`config.mk`:
```
export PLATFORM = sky130hd
export DESIGN_NAME = reset_config_clock_ratio_decoder
export DESIGN_NICKNAME = d
export VERILOG_FILES = /design/src/logic/clock_ratio_pkg.sv /design/src/logic/mult_dec_if.sv /design/src/logic/ratio_field_decode.sv /design/src/logic/reset_config_clock_ratio_decoder.sv
export SDC_FILE = /design/constraint.sdc
export NUM_CORES = 1
export LEC_CHECK = 0
export BUFFER_PORTS_ARGS = -buffer_cell sky130_fd_sc_hd__buf_2
export CORE_AREA = 2 2 237 239
export DETAILED_ROUTE_END_ITERATION = 8
export DIE_AREA = 0 0 239 241
export HOLD_SLACK_MARGIN = 0.05
export PLACE_DENSITY_LB_ADDON = 0.05
export SLEW_MARGIN = 20
export SYNTH_ARGS = -nofsm -noshare
export SYNTH_HDL_FRONTEND = slang
export SYNTH_SLANG_ARGS = --single-unit
```
`constraint.sdc`:
```
create_clock -name clk -period 3.37 [get_ports clk]
set_input_delay 0.337 -clock clk [delete_from_list [all_inputs] [get_ports clk]]
set_output_delay 0.337 -clock clk [all_outputs]
set_load 0.005 [all_outputs]
```
`src/logic/clock_ratio_pkg.sv`:
```
// constants for the power-up clock configuration decoder
// assumes the configuration word is presented bit-indexed, bit 0 first
package clock_ratio_pkg;
  localparam int CFG_W = 512;
  // field positions, first (most significant) bit of each field
  localparam int PLATFORM_MULT_POS = 2;
  localparam int CLUSTER_MULT_POS = 26;
  localparam int CLUSTER_STRIDE = 8;
  localparam int CLUSTER_CFG_OFS = 5;
  localparam int DDR_CFG_POS = 8;
  localparam int DDR_MULT_POS = 10;
  localparam int CORE_SEL_POS = 64;
  localparam int CORE_SEL_W = 4;
  localparam int PE_SEL_POS = 80;
  localparam int SERDES_MULT_POS = 88;
  localparam int SERDES_MULT_W = 3;
  localparam int SERDES_B1_DIV_POS = 100;
  localparam int SERDES_B1_DIV_W = 5;
  localparam int SERDES_BN_DIV_POS = 105;
  localparam int DDR_SYNC_BIT = 184;
  localparam int DDR_RATE_BIT = 232;
  localparam int DDR_RSV_BIT = 234;
  localparam int MULT_W = 5;
  localparam int CFG2_W = 2;
  // legal encodings, one mask bit per binary value
  localparam logic [31:0] PLATFORM_MASK = 32'h0000_01e0;
  localparam logic [31:0] CLUSTER_MASK = 32'h0057_df00;
  localparam logic [31:0] DDR_ASYNC_MASK = 32'h011d_3760;
  localparam logic [31:0] DDR_SYNC_MASK = 32'h0000_0002;
  localparam logic [4:0] DDR_SYNC_MULT = 5'h01;
  // pll range configuration codes
  localparam logic [1:0] CFG_00 = 2'h0;
  localparam logic [1:0] CFG_01 = 2'h1;
  localparam logic [1:0] CFG_10 = 2'h2;
  localparam logic [1:0] CFG_11 = 2'h3;
  // error vector bit positions
  localparam int ERR_W = 8;
  localparam int E_PLAT = 0;
  localparam int E_CLMULT = 1;
  localparam int E_CLCFG = 2;
  localparam int E_CORE = 3;
  localparam int E_ORDER = 4;
  localparam int E_DDRM = 5;
  localparam int E_DDRC = 6;
  localparam int E_DDRB = 7;
  localparam logic [7:0] LB_DIV_RESET = 8'h01;
endpackage

```
`src/logic/mult_dec_if.sv`:
```
// carrier between a raw multiplier field and its decoder
// assumes both ends are combinational and share no clock
`timescale 1ns/1ps
`default_nettype none
interface mult_dec_if;
  logic [4:0] field;
  logic [4:0] mult;
  logic valid;
  modport src (output field, input mult, input valid);
  modport dec (input field, output mult, output valid);
endinterface
`default_nettype wire

```
`src/logic/ratio_field_decode.sv`:
```
// decodes a five-bit ratio field whose binary value is the multiplier
// assumes the legal set is given as a 32-bit mask
`timescale 1ns/1ps
`default_nettype none
module ratio_field_decode #(
  parameter logic [31:0] VALID_MASK = 32'h0000_0000
) (
  mult_dec_if.dec port
);
  // legal codes pass through, reserved ones read as zero
  assign port.valid = VALID_MASK[port.field];
  assign port.mult = port.valid ? port.field : 5'h00;
endmodule
`default_nettype wire

```
`src/logic/reset_config_clock_ratio_decoder.sv`:
```
// latches and decodes the clock fields of the power-up configuration word
// assumes clk is the platform clock and the word is steady at reset release
// Function
// - platform multiplier codes 5..8 give ratios 5..8, others reserved
// - cluster and packet-engine multiplier is the field's value, listed set only
// - three ratio fields: two cluster plls and packet-engine pll, fixed at power-up
// - core select 0000/0001 pll one /1 or /2, 0100/0101 pll two
// - both memory controllers share one frequency configuration
// - word bit 184 picks memory clock: zero asynchronous, one synchronous
// - asynchronous memory multiplier is the field's value, listed set only
// - synchronous memory multiplier must be one with pll range 01
// - synchronous memory bus clock runs at half the platform clock
// - local bus clock is platform clock divided by the divider field
// - packet-engine pll references platform when its select bit is zero, third cluster pll otherwise
// - each serdes bank pll has its own ratio and per-lane-group divider
// - packet-engine select zero picks platform clock halved, one its pll halved
// - first bank divider has five bits, one per lane pair, one divides by two
// - banks two to four have one divider bit for all four lanes
`timescale 1ns/1ps
`default_nettype none
module reset_config_clock_ratio_decoder #(
  parameter int LB_DIV_W = 8
) (
  input wire logic clk,
  input wire logic rst_b,
  input wire logic [clock_ratio_pkg::CFG_W-1:0] power_up_config_word,
  input wire logic [LB_DIV_W-1:0] local_bus_divider,
  output logic config_valid,
  output logic [4:0] platform_pll_multiplier,
  output logic [2:0][4:0] cluster_pll_multiplier,
  output logic [2:0][1:0] cluster_pll_range_cfg,
  output logic [3:0] core_pll_source_select,
  output logic [3:0] core_clock_halved,
  output logic ddr_sync_mode,
  output logic [4:0] ddr_pll_multiplier,
  output logic [1:0] ddr_pll_range_cfg,
  output logic ddr_ctrl_clk_en,
  output logic local_bus_clock_out,
  output logic [1:0] packet_engine_clock_select,
  output logic [1:0] packet_engine_clk_en,
  output logic [1:0] packet_engine_pll_ref_platform,
  output logic [3:0][2:0] serdes_bank_multiplier,
  output logic [4:0] serdes_first_bank_divider,
  output logic [2:0] serdes_bank_divider,
  output logic [clock_ratio_pkg::ERR_W-1:0] config_error_flags,
  output logic config_error
);
  // pulls a field, first bit most significant, right-aligned
  function automatic logic [4:0] cfg_field(input logic [clock_ratio_pkg::CFG_W-1:0] w, input int pos, input int len);
    logic [4:0] r;
    r = 5'h00;
    for (int k = 0; k < 5; k++)
    begin
      if (k < len)
      begin
        r[k] = w[pos + len - 1 - k];
      end
    end
    return r;
  endfunction

  logic cap_q;
  logic half_q;
  logic [LB_DIV_W-1:0] lb_cnt_q;
  logic lb_en_q;
  logic [4:0] plat_q;
  logic [2:0][4:0] cl_q;
  logic [2:0][1:0] clcfg_q;
  logic [3:0] src_q;
  logic [3:0] div2_q;
  logic sync_q;
  logic [4:0] ddrm_q;
  logic [1:0] ddrc_q;
  logic [1:0] pesel_q;
  logic [3:0][2:0] sdm_q;
  logic [4:0] sdb1_q;
  logic [2:0] sdbn_q;
  logic [clock_ratio_pkg::ERR_W-1:0] err_q;
  logic [clock_ratio_pkg::ERR_W-1:0] err_d;

  // multiplier decoders, one per cluster pll and the packet-engine pll
  logic [2:0][4:0] cl_mult;
  logic [2:0] cl_valid;
  logic [2:0][1:0] cl_cfg;
  genvar g;
  generate
    for (g = 0; g < 3; g++)
    begin : gen_cluster
      mult_dec_if cl_if ();
      assign cl_if.field = cfg_field(power_up_config_word,
        clock_ratio_pkg::CLUSTER_MULT_POS + g * clock_ratio_pkg::CLUSTER_STRIDE, clock_ratio_pkg::MULT_W);
      ratio_field_decode #(.VALID_MASK(clock_ratio_pkg::CLUSTER_MASK)) u_dec (.port(cl_if));
      assign cl_mult[g] = cl_if.mult;
      assign cl_valid[g] = cl_if.valid;
      assign cl_cfg[g] = 2'(cfg_field(power_up_config_word, clock_ratio_pkg::CLUSTER_MULT_POS
        + g * clock_ratio_pkg::CLUSTER_STRIDE + clock_ratio_pkg::CLUSTER_CFG_OFS, clock_ratio_pkg::CFG2_W));
    end
  endgenerate

  // platform and memory multiplier decoders
  mult_dec_if plat_if ();
  mult_dec_if ddra_if ();
  mult_dec_if ddrs_if ();
  logic [4:0] ddr_raw;
  assign ddr_raw = cfg_field(power_up_config_word, clock_ratio_pkg::DDR_MULT_POS, clock_ratio_pkg::MULT_W);
  assign plat_if.field = cfg_field(power_up_config_word, clock_ratio_pkg::PLATFORM_MULT_POS, clock_ratio_pkg::MULT_W);
  assign ddra_if.field = ddr_raw;
  assign ddrs_if.field = ddr_raw;
  ratio_field_decode #(.VALID_MASK(clock_ratio_pkg::PLATFORM_MASK)) u_plat (.port(plat_if));
  ratio_field_decode #(.VALID_MASK(clock_ratio_pkg::DDR_ASYNC_MASK)) u_ddra (.port(ddra_if));
  ratio_field_decode #(.VALID_MASK(clock_ratio_pkg::DDR_SYNC_MASK)) u_ddrs (.port(ddrs_if));

  // memory mode, shared multiplier and range check
  logic sync_d;
  logic [4:0] ddrm_d;
  logic [1:0] ddrc_d;
  logic ddr_cfg_ok;
  assign sync_d = power_up_config_word[clock_ratio_pkg::DDR_SYNC_BIT];
  assign ddrm_d = sync_d ? ddrs_if.mult : ddra_if.mult;
  assign ddrc_d = 2'(cfg_field(power_up_config_word, clock_ratio_pkg::DDR_CFG_POS, clock_ratio_pkg::CFG2_W));
  assign ddr_cfg_ok = sync_d ? (ddrc_d == clock_ratio_pkg::CFG_01) :
    (ddrm_d == 5'h08 || ddrm_d == 5'h09) ? (ddrc_d == clock_ratio_pkg::CFG_10 || ddrc_d == clock_ratio_pkg::CFG_01) :
    (ddrm_d == 5'h06 || ddrm_d == 5'h0c || ddrm_d == 5'h0d || ddrm_d == 5'h10) ? (ddrc_d == clock_ratio_pkg::CFG_11) :
    (ddrm_d == 5'h0a) ? (ddrc_d == clock_ratio_pkg::CFG_01) : 1'b1;

  // per-core source select and pll ordering
  logic [3:0][3:0] csel;
  logic [3:0] csel_bad;
  logic [3:0] order_bad;
  generate
    for (g = 0; g < 4; g++)
    begin : gen_core
      assign csel[g] = 4'(cfg_field(power_up_config_word,
        clock_ratio_pkg::CORE_SEL_POS + g * clock_ratio_pkg::CORE_SEL_W, clock_ratio_pkg::CORE_SEL_W));
      assign csel_bad[g] = csel[g][3] | csel[g][1];
      if (g < 2)
      begin : gen_lo
        assign order_bad[g] = csel[g][2] & (cl_mult[1] >= cl_mult[0]);
      end
      else
      begin : gen_hi
        assign order_bad[g] = ~csel[g][2] & (cl_mult[0] >= cl_mult[1]);
      end
    end
  endgenerate

  // gathered configuration errors
  assign err_d[clock_ratio_pkg::E_PLAT] = ~plat_if.valid;
  assign err_d[clock_ratio_pkg::E_CLMULT] = ~&cl_valid;
  assign err_d[clock_ratio_pkg::E_CLCFG] = cl_cfg[0][0] | cl_cfg[1][0] | cl_cfg[2][0];
  assign err_d[clock_ratio_pkg::E_CORE] = |csel_bad;
  assign err_d[clock_ratio_pkg::E_ORDER] = |order_bad;
  assign err_d[clock_ratio_pkg::E_DDRM] = sync_d ? ~ddrs_if.valid : ~ddra_if.valid;
  assign err_d[clock_ratio_pkg::E_DDRC] = ~ddr_cfg_ok;
  assign err_d[clock_ratio_pkg::E_DDRB] = (power_up_config_word[clock_ratio_pkg::DDR_RATE_BIT] != sync_d)
    | power_up_config_word[clock_ratio_pkg::DDR_RSV_BIT];

  // one-time capture on the first edge after reset release
  always_ff @(posedge clk)
  begin
    if (!rst_b)
    begin
      cap_q <= 1'b0;
    end
    else
    begin
      cap_q <= 1'b1;
    end
  end

  // field registers, loaded only while capture is pending
  always_ff @(posedge clk)
  begin
    if (!rst_b)
    begin
      plat_q <= 5'h00;
      cl_q <= '0;
      clcfg_q <= '0;
      src_q <= 4'h0;
      div2_q <= 4'h0;
      sync_q <= 1'b0;
      ddrm_q <= 5'h00;
      ddrc_q <= 2'h0;
      pesel_q <= 2'h0;
      sdm_q <= '0;
      sdb1_q <= 5'h00;
      sdbn_q <= 3'h0;
      err_q <= '0;
    end
    else if (!cap_q)
    begin
      plat_q <= plat_if.mult;
      cl_q <= cl_mult;
      clcfg_q <= cl_cfg;
      for (int i = 0; i < 4; i++)
      begin
        src_q[i] <= csel[i][2];
        div2_q[i] <= csel[i][0];
        sdm_q[i] <= 3'(cfg_field(power_up_config_word, clock_ratio_pkg::SERDES_MULT_POS
          + i * clock_ratio_pkg::SERDES_MULT_W, clock_ratio_pkg::SERDES_MULT_W));
      end
      sync_q <= sync_d;
      ddrm_q <= ddrm_d;
      ddrc_q <= ddrc_d;
      pesel_q <= 2'(cfg_field(power_up_config_word, clock_ratio_pkg::PE_SEL_POS, 2));
      sdb1_q <= cfg_field(power_up_config_word, clock_ratio_pkg::SERDES_B1_DIV_POS,
        clock_ratio_pkg::SERDES_B1_DIV_W);
      sdbn_q <= 3'(cfg_field(power_up_config_word, clock_ratio_pkg::SERDES_BN_DIV_POS, 3));
      err_q <= err_d;
    end
  end

  // half-rate and local bus enable dividers
  logic [LB_DIV_W-1:0] lb_last;
  assign lb_last = (local_bus_divider == '0) ? '0 : local_bus_divider - 1'b1;
  always_ff @(posedge clk)
  begin
    if (!rst_b || !cap_q)
    begin
      half_q <= 1'b0;
      lb_cnt_q <= '0;
      lb_en_q <= 1'b0;
    end
    else
    begin
      half_q <= ~half_q;
      lb_en_q <= (lb_cnt_q >= lb_last);
      lb_cnt_q <= (lb_cnt_q >= lb_last) ? '0 : lb_cnt_q + 1'b1;
    end
  end

  // outputs
  assign config_valid = cap_q;
  assign platform_pll_multiplier = plat_q;
  assign cluster_pll_multiplier = cl_q;
  assign cluster_pll_range_cfg = clcfg_q;
  assign core_pll_source_select = src_q;
  assign core_clock_halved = div2_q;
  assign ddr_sync_mode = sync_q;
  assign ddr_pll_multiplier = ddrm_q;
  assign ddr_pll_range_cfg = ddrc_q;
  assign ddr_ctrl_clk_en = sync_q & half_q;
  assign local_bus_clock_out = lb_en_q;
  assign packet_engine_clock_select = pesel_q;
  assign packet_engine_clk_en = {2{half_q}} & ~pesel_q;
  assign packet_engine_pll_ref_platform = ~pesel_q;
  assign serdes_bank_multiplier = sdm_q;
  assign serdes_first_bank_divider = sdb1_q;
  assign serdes_bank_divider = sdbn_q;
  assign config_error_flags = err_q;
  assign config_error = |err_q;
endmodule
`default_nettype wire

```
-- After elaboration in Yosys (flattened, before gate mapping)
Memories as Yosys holds them, arrays and structs flattened.
Index checks and enable logic that the tools add are counted.
- memories kept: 6
- register bits after elaboration: 83
- memory bits (read-only): 192
- input bits: 522
- output and inout bits: 80
- bitwise gates (word level): 21
- reduce and logical (&&, ||, !) cells: 15
- equal/unequal tests: 11
- mux-type cells: 20
- $add $sub $neg: 2
- magnitude comparators: 8
- memories (name ; words ; bits a word ; read ports ; clocked after memory_dff ; write ports ; line ; source):
    (no name shown) ; 32 ; 1 ; 1 ; 0 ; 0 ; ratio_field_decode.sv:11 ; assign port.valid = VALID_MASK[port.field];
    (no name shown) ; 32 ; 1 ; 1 ; 0 ; 0 ; ratio_field_decode.sv:11 ;
    (no name shown) ; 32 ; 1 ; 1 ; 0 ; 0 ; ratio_field_decode.sv:11 ;
    (no name shown) ; 32 ; 1 ; 1 ; 0 ; 0 ; ratio_field_decode.sv:11 ;
    (no name shown) ; 32 ; 1 ; 1 ; 0 ; 0 ; ratio_field_decode.sv:11 ;
    (no name shown) ; 32 ; 1 ; 1 ; 0 ; 0 ; ratio_field_decode.sv:11 ;
- operators with widths (kind ; number):
    $mux 5 ; 7
    $lt 5x6->1 const B ; 5
    $eq 5x4->1 const B ; 5
    $mux 1 ; 12
    $ge 5x5->1 ; 2
    $add 8x1->8 const B ; 1
    $ge 8x8->1 ; 1
    $logic_not 8->1 ; 1
    $mux 8 ; 1
    $reduce_or 4->1 ; 2
    $reduce_or 8->1 ; 1
    $sub 8x1->8 const B ; 1
    $not 1->1 ; 7
    $or 1x1->1 ; 7
    $logic_or 1x1->1 ; 6
    $and 1x1->1 ; 5
    $eq 5x3->1 const B ; 1
    $eq 5x5->1 const B ; 1
    $eq 2x2->1 const B ; 2
    $logic_not 1->1 ; 3
    $reduce_and 3->1 ; 1
    $and 2x2->2 ; 1
    $eq 2x1->1 const B ; 1
    $not 2->2 ; 1
    other kinds (2) ; 2

-- Longest topological paths before layout
Gate-level depths: netlist of run 1.
- word-level depth: 12
- gate-level depth with buffers: 12
- mapped depth without buffers: 12

-- By module
From an unflattened synthesis of run 1, not the netlist that was laid out.
- cell total of the unflattened synthesis: 471
- area total of the unflattened synthesis: 4416.7 um^2
- by module, submodules not included (module ; area each (um^2) ; times used ; cells an instance):
    reset_config_clock_ratio_decoder ; 3787.4 ; 1 ; 387
    ratio_field_decode at gen_cluster[0].u_dec ... ; 122.6 ; 3 ; 16
    ratio_field_decode at u_ddra ; 131.4 ; 1 ; 17
    ratio_field_decode at u_plat ; 70.1 ; 1 ; 11
    ratio_field_decode at u_ddrs ; 60.1 ; 1 ; 8

-- Worst setup path before layout of run 1
OpenSTA, ideal clock, no wires.
- kind: input -> register
- start point: input local_bus_divider[0]
- end point: register lb_cnt_q[0]
- required time: 3.290 ns
- path buffers: 0
- arrival: 2.781 ns
- stages: 12
- path slack: 0.509 ns
- library setup time: 0.080 ns
- cells stage by stage: inv_1 ha_1 nor2b_1 nand3b_1 or3_1 and2_1 ha_1 nand2b_1 a21o_1 a2111oi_4 o31ai_4 a211oi_2
- cells in the longest elaborated chain, start to end: 4
- ends and longest elaborated chain (item ; line ; source):
    start, declared ; reset_config_clock_ratio_decoder.sv:27 ; input wire logic [LB_DIV_W-1:0] local_bus_divider,
    $sub 8x1->8 / $logic_not 8->1 (equally long branches) ; reset_config_clock_ratio_decoder.sv:215 ; assign lb_last = (local_bus_divider == '0) ? '0 : local_bus_divider - 1'b1;
    $mux 8 (*) ; reset_config_clock_ratio_decoder.sv:215 ;
    $ge 8x8->1 (*) ; reset_config_clock_ratio_decoder.sv:228 ; lb_cnt_q <= (lb_cnt_q >= lb_last) ? '0 : lb_cnt_q + 1'b1;
    $reduce_or 2->1 (no source line) (*) ; n/a ;
    end signal, assigned ; reset_config_clock_ratio_decoder.sv:228 ;
    end, declared ; reset_config_clock_ratio_decoder.sv:64 ; logic [LB_DIV_W-1:0] lb_cnt_q;
Every way passes the cells marked *; elsewhere a longest branch is shown, timed or not.
A chain may end at the register's enable or synchronous reset.

-- Worst setup path after layout of run 1
- start point: input local_bus_divider[0]
- end point: register lb_cnt_q[3]
Same word-level chain as after synthesis.

==> results of run 1 <==
[cell families (layout without fill, tap and decap cells)]
group           Yosys count  count (layout)  share of synthesized area, %
compound gates           81              81                          15.4
xor+xnor                 10              10                          2.20
fa+ha+maj                20              20                          6.30
buf+inv                  34             197                          3.43
flops                    83              83                          41.8
mux                      45              45                          11.4
other cells               0               3                             0
simple gates            160             160                          19.4
[power groups by stage]
stage / registers, mW / logic, mW / clock network (mW)
finish: 1.07 / 0.358 / 1.22
detailed placement: 1.10 / 0.373 / 0
global route: 1.08 / 0.411 / 1.34
floorplan: 1.08 / 0.187 / 0
global placement: 1.10 / 0.374 / 0
CTS: 1.07 / 0.375 / 1.31
[how the worst max path moves through the flow]
stage / start / endpoint / slack (ps) / cells after the start
floorplan: local_bus_divider[0] / lb_cnt_q[0] / 510 / 12
global placement: local_bus_divider[0] / lb_cnt_q[3] / 230 / 13
detailed placement: local_bus_divider[0] / lb_cnt_q[3] / 250 / 13
global route: local_bus_divider[0] / lb_cnt_q[5] / 500 / 13
CTS: local_bus_divider[0] / lb_cnt_q[3] / 650 / 13
finish: local_bus_divider[0] / lb_cnt_q[3] / 640 / 13
[state kept, by name (all words and copies together), names as in the netlist, 4 cells and up]
name / flops
config_error_flags: 8
core_clock_halved: 4
platform_pll_multiplier: 5
serdes_bank_multiplier: 12
serdes_first_bank_divider: 5
cluster_pll_multiplier: 15
lb_cnt_q: 8
ddr_pll_multiplier: 5
core_pll_source_select: 4
cluster_pll_range_cfg: 6
[cells in the mapped netlist (3+ instances only)]
cell type,instances
nor4_1,5
a211oi_2,9
nand3b_1,4
and3_1,5
mux2i_1,43
xor2_1,7
a31oi_1,4
nand2b_1,3
dfxtp_1,83
nand2_1,30
buf_1,7
nor3_1,9
or3_1,4
nor2_1,63
buf_2,7
xnor2_1,3
clkbuf_1,8
and2_1,8
o211ai_1,4
nand3_1,9
a22o_1,10
inv_1,11
ha_1,20
nor2b_1,10
a21oi_1,21
o21ai_0,15
[cell type report]
class / count / area [µm²]
fill: 6355 / 48900
multi-input combinational: 316 / 2170
sequential: 83 / 1670
tap: 704 / 881
timing repair buffer: 169 / 861
clock buffer: 10 / 250
clock inverter: 6 / 93.8
inverter: 12 / 45.0
antenna: 3 / 7.51
[layer usage]
metal  share of wire [%]  vias to the layer above  wire length [µm]
met2                  44                      110              8010
li1                    -                     1847                 -
met5               0.072                        -                13
met3                 7.1                       21              1290
met1                  46                     1712              8360
met4                 2.0                        2               366
[worst min-delay path, delay by kind of cell]
family	cells	cell delay (ps)
buffers and inverters	1	70
and+or+nand+nor	1	70
muxes	1	50
==> results.json, run 1 <==
{
  "drcViolationCount": 0,
  "tightestPinTransition_ps": 711,
  "yosysSeqAreaShare_pct": 41.8,
  "finalHoldViolations": 0,
  "synth-main-ff-cell": "dfxtp_1",
  "layout-drive-gt1-share_pct": 34.2,
  "crit_type": "in2reg",
  "syn_area_per_cell_um2": 9.17,
  "slew_viol_final": 0,
  "peakVddDrop_uv": 203,
  "setup_viol": 0,
  "num_rows": 86,
  "status": "finished clean",
  "slowest_delay_ps": 440,
  "worstSkewPairLatency_ps": 380,
  "dr.pass1.iters": 4,
  "grt_overflow": 0,
  "crit_chain": "buf_2, inv_1, ha_1, nor2b_1, nand3b_1, or3_1, and2_1, ha_1, nand2b_1, a21o_1, a2111oi_4, o31ai_4, a211oi_2",
  "final_common_cell": "buf_2",
  "wl_per_cell_um": 13.8,
  "syn_nets": 975,
  "holdPathEnd": "serdes_first_bank_divider[3]",
  "reg2reg_setup_slack_ps": 1250,
  "postPlaceCellArea_um2": 5630,
  "cp_max_fo": 8,
  "cts_tree": "yes",
  "combPwrFrac_pct": 13.5,
  "initialDrtViolationCount": 87,
  "postCtsHoldBufs": 0,
  "htreeDepth": 3,
  "clk_pin_slew_ps": 80,
  "start_util_pct": 7.24,
  "p_int_mw": 1.89,
  "holdPathStages": 3,
  "power.share.clock_pct": 46.0,
  "rsz0062_at_grt": "false",
  "cts_root_buf": "clkbuf_16",
  "coreArea_um2": 54900,
  "top_usage_layer": "met2",
  "timing.fmax_mhz": 366,
  "cts_setup_buffers": 0,
  "synthCells": 433,
  "power_mw": 2.64,
  "die_width_um": 239,
  "period_share_pct": 81.0,
  "finish.utilization_pct": 10.9,
  "num_vias": 3692,
  "met1_usage_pct": 7.97,
  "syn-cell-area_um2": 3970,
  "cp.required_ps": 3670,
  "crit_path_end_kind": "flop",
  "dp.cells": 1284,
  "grt_use_met3_pct": 2.76,
  "async_flop_share_pct": 0,
  "cts_resized": 0,
  "antenna_found_initial": 5,
  "clk_path_buf_depth": 2,
  "wirelength_um": 18000,
  "maxCapViolCount": 0,
  "crit_buf_inv": 2,
  "tns_ps": 0,
  "hold_slack_ps": 184,
  "p_sw_share_pct": 28.5,
  "fp.dieH_um": 241,
  "leakage_nw": 2.57,
  "vias_per_cell": 2.83,
  "met2_usage_pct": 9.98,
  "crit_path_start_kind": "primary input",
  "worstHoldStart": "power_up_config_word[101]",
  "area_delta_synth_final_pct": 50.5,
  "arrival_ps": 3030,
  "seqPwrFrac_pct": 40.5,
  "grt_max_degree": 55,
  "numCtsBuffers": 9,
  "mostFrequentLayoutCells": "buf_2, dfxtp_1, nor2_1, mux2i_1, nand2_1",
  "netlist.area_leader.share_pct": 41.8,
  "grt_pass1_wl_um": 26500,
  "nets": 1133,
  "port_buffers": 163,
  "hp-class": "in2reg",
  "yosys_warnings": 0,
  "die_area_um2": 57600,
  "grt_pass1_vias": 3982,
  "ios": 602,
  "period_minus_slack_ps": 2730,
  "reg2regPathDepth": 7,
  "fin_ws_ps": 641,
  "dpl.hpwl_um": 13700,
  "gp_congestion": 0.665,
  "r2r_start": "lb_cnt_q[0]",
  "crit_slowest_cell": "a2111oi_4",
  "cts.sinks": 83,
  "synth_top_area_cell": "dfxtp_1",
  "p_per_area_nw_per_um2": 442,
  "post-place-ws_ps": 248,
  "drtAntennaViolNets": 0,
  "power_switching_mw": 0.753,
  "synth_edf_count": 0,
  "fin_cells": 1303,
  "path_common_cell": "ha_1",
  "crit_family": "compound AO/OA/AOI/OAI gates",
  "track_usage_pct": 6.50,
  "synth_area_leaders": "dfxtp_1, mux2i_1, ha_1",
  "max_slew_margin_pct": 52.6,
  "synth_seq_cells": 83,
  "r2r-end": "lb_cnt_q[3]",
  "fin_worst_skew_ps": 6.46,
  "design_area_um2": 5980,
  "synth_cell_type_count": 49
}
Power figures use the tool's default switching activity.
==> run 2: changes to the inputs <==
--- a/config.mk
+++ b/config.mk
@@ -6,9 +6,9 @@
 export NUM_CORES = 1
 export LEC_CHECK = 0
 export BUFFER_PORTS_ARGS = -buffer_cell sky130_fd_sc_hd__buf_2
-export CORE_AREA = 2 2 237 239
+export CORE_AREA = 2 2 236 238
 export DETAILED_ROUTE_END_ITERATION = 8
-export DIE_AREA = 0 0 239 241
+export DIE_AREA = 0 0 238 240
 export HOLD_SLACK_MARGIN = 0.05
 export PLACE_DENSITY_LB_ADDON = 0.05
 export SLEW_MARGIN = 20
==> constraint.sdc (replaced) <==
create_clock -name clk -period 2.35 [get_ports clk]
set_input_delay 0.235 -clock clk [delete_from_list [all_inputs] [get_ports clk]]
set_output_delay 0.235 -clock clk [all_outputs]
set_load 0.005 [all_outputs]
==> run 2 against run 1 <==
Critical path depth up 1. First-iteration DRC count up 62%. Hold slack worse by 92 ps. Final cell count up 1.9%. Sequential power up 43%. Critical path type unchanged.
==> results.json, run 2 (synthesized netlist as in run 1, its figures left out) <==
{
  "start_util_pct": 7.27,
  "clk_path_buf_depth": 2,
  "drcViolationCount": 0,
  "die_area_um2": 57100,
  "seq_area_um2": 1670,
  "cts.sinks": 83,
  "grt_use_met3_pct": 2.93,
  "wl_per_cell_um": 14.4,
  "dr.pass1.iters": 4,
  "peakVddDrop_uv": 291,
  "fp.dieH_um": 240,
  "die_width_um": 238,
  "post-place-ws_ps": -431,
  "maxCapViolCount": 0,
  "coreArea_um2": 54700,
  "fin_worst_skew_ps": 8.18,
  "met2_usage_pct": 10.3,
  "tns_ps": 0,
  "grt_max_degree": 46,
  "htreeDepth": 3,
  "rsz0062_at_grt": "true",
  "nets": 1159,
  "fin_ws_ps": 19.4,
  "drtAntennaViolNets": 0,
  "tightestPinTransition_ps": 750,
  "grt_pass1_wl_um": 27600,
  "cp.required_ps": 2650,
  "crit_path_start_kind": "primary input",
  "finalHoldViolations": 0,
  "num_rows": 86,
  "arrival_ps": 2630,
  "multi_input_area_um2": 2220,
  "setup_viol": 0,
  "mostFrequentLayoutCells": "buf_2, dfxtp_1, nor2_1, mux2i_1, nand2_1",
  "final_common_cell": "buf_2",
  "port_buffers": 163,
  "largest_register_ffs": 15,
  "ios": 602,
  "status": "finished clean",
  "grt_overflow": 0,
  "leakage_nw": 2.69,
  "wirelength_um": 19100,
  "period_share_pct": 99.2,
  "period_minus_slack_ps": 2330,
  "crit_path_end_kind": "flop",
  "grt_pass1_vias": 3986,
  "slew_viol_final": 0,
  "area_delta_synth_final_pct": 57.7,
  "worstSkewPairLatency_ps": 380,
  "antenna_found_initial": 7,
  "fillers": 6321,
  "cts_root_buf": "clkbuf_16",
  "num_vias": 3846,
  "crit_type": "in2reg",
  "met1_usage_pct": 8.36,
  "timing.fmax_mhz": 429,
  "p_per_area_nw_per_um2": 583,
  "gp_congestion": 0.686,
  "track_usage_pct": 6.89,
  "postPlaceCellArea_um2": 5790,
  "hp-class": "in2reg",
  "max_slew_margin_pct": 50.0,
  "initialDrtViolationCount": 141,
  "numCtsBuffers": 9,
  "power_mw": 3.65,
  "design_area_um2": 6270,
  "clk_pin_slew_ps": 80,
  "cp_max_fo": 8,
  "vias_per_cell": 2.90,
  "top_usage_layer": "met2",
  "dpl.hpwl_um": 14800,
  "cts_tree": "yes",
  "layout-drive-gt1-share_pct": 36.3
}
run 2: cell count changes in the layout (fill, tap and decap cells not counted), sizes merged:
| cell | delta |
|---|---|
| buf | +14 |
| bufinv | -2 |
| clkinvlp | +2 |
| diode | -1 |
| dlygate4sd3 | +12 |
run 2: worst max-delay path, stage by stage:
cell,delay (ps)
buf_12,110
inv_12,40
ha_4,110
nor2b_4,130
nand3b_1,100
or3_4,350
and2_4,150
ha_4,200
nand2b_4,130
a21o_1,170
a2111oi_4,430
o31ai_4,100
buf_12,160
a211oi_2,200
run 2: final timing paths:
path	from	end	slack (ps)	cells after the start
min	power_up_config_word[91]	serdes_bank_multiplier[5]	90	3
min reg2reg	ddr_pll_multiplier[2]	ddr_pll_multiplier[2]	460	2
max reg2reg	lb_cnt_q[0]	lb_cnt_q[5]	300	8
max	local_bus_divider[1]	lb_cnt_q[5]	20	14
run 2: final cells by class:
| class | count | area share [%] |
|---|---|---|
| antenna | 2 | 0.0799 |
| clock buffer | 10 | 3.99 |
| clock inverter | 6 | 0.719 |
| inverter | 12 | 1.04 |
| multi-input combinational | 316 | 35.5 |
| sequential | 83 | 26.6 |
| tap | 704 | 14.1 |
| timing repair buffer | 195 | 18.1 |
run 2: power breakdown:
part	switching, mW	internal (mW)	total, mW	leakage (nW)
sequential	0.0520	1.47	1.53	0.682
combinational	0.313	0.271	0.584	1.87
clock	0.756	0.789	1.54	0.137
total	1.12	2.53	3.65	2.69
run 2: through the flow:
step,std cells,hold slack (ps),utilization (%)
global placement,1295,454,10.6
global route,1327,73.6,11.5
floorplan,433,263,-
detailed placement,1295,453,10.6
CTS,1325,50.8,11.4
finish,1328,91.8,11.5
run 2: layer usage:
layer / up-vias / routed length [µm] / part of all wire (%)
met5: - / 11 / 0.058
met4: 2 / 498 / 2.6
met3: 23 / 1560 / 8.2
met2: 133 / 8160 / 43
met1: 1790 / 8860 / 46
li1: 1898 / - / -
run 2: repair_timing:
item	CTS	global route
resized for setup	0	8
setup buffers	2	1
pin swaps	0	7
endpoints found under the hold margin	12	0
endpoints found under the setup margin	4	8
hold buffers	12	0
cloned	0	0
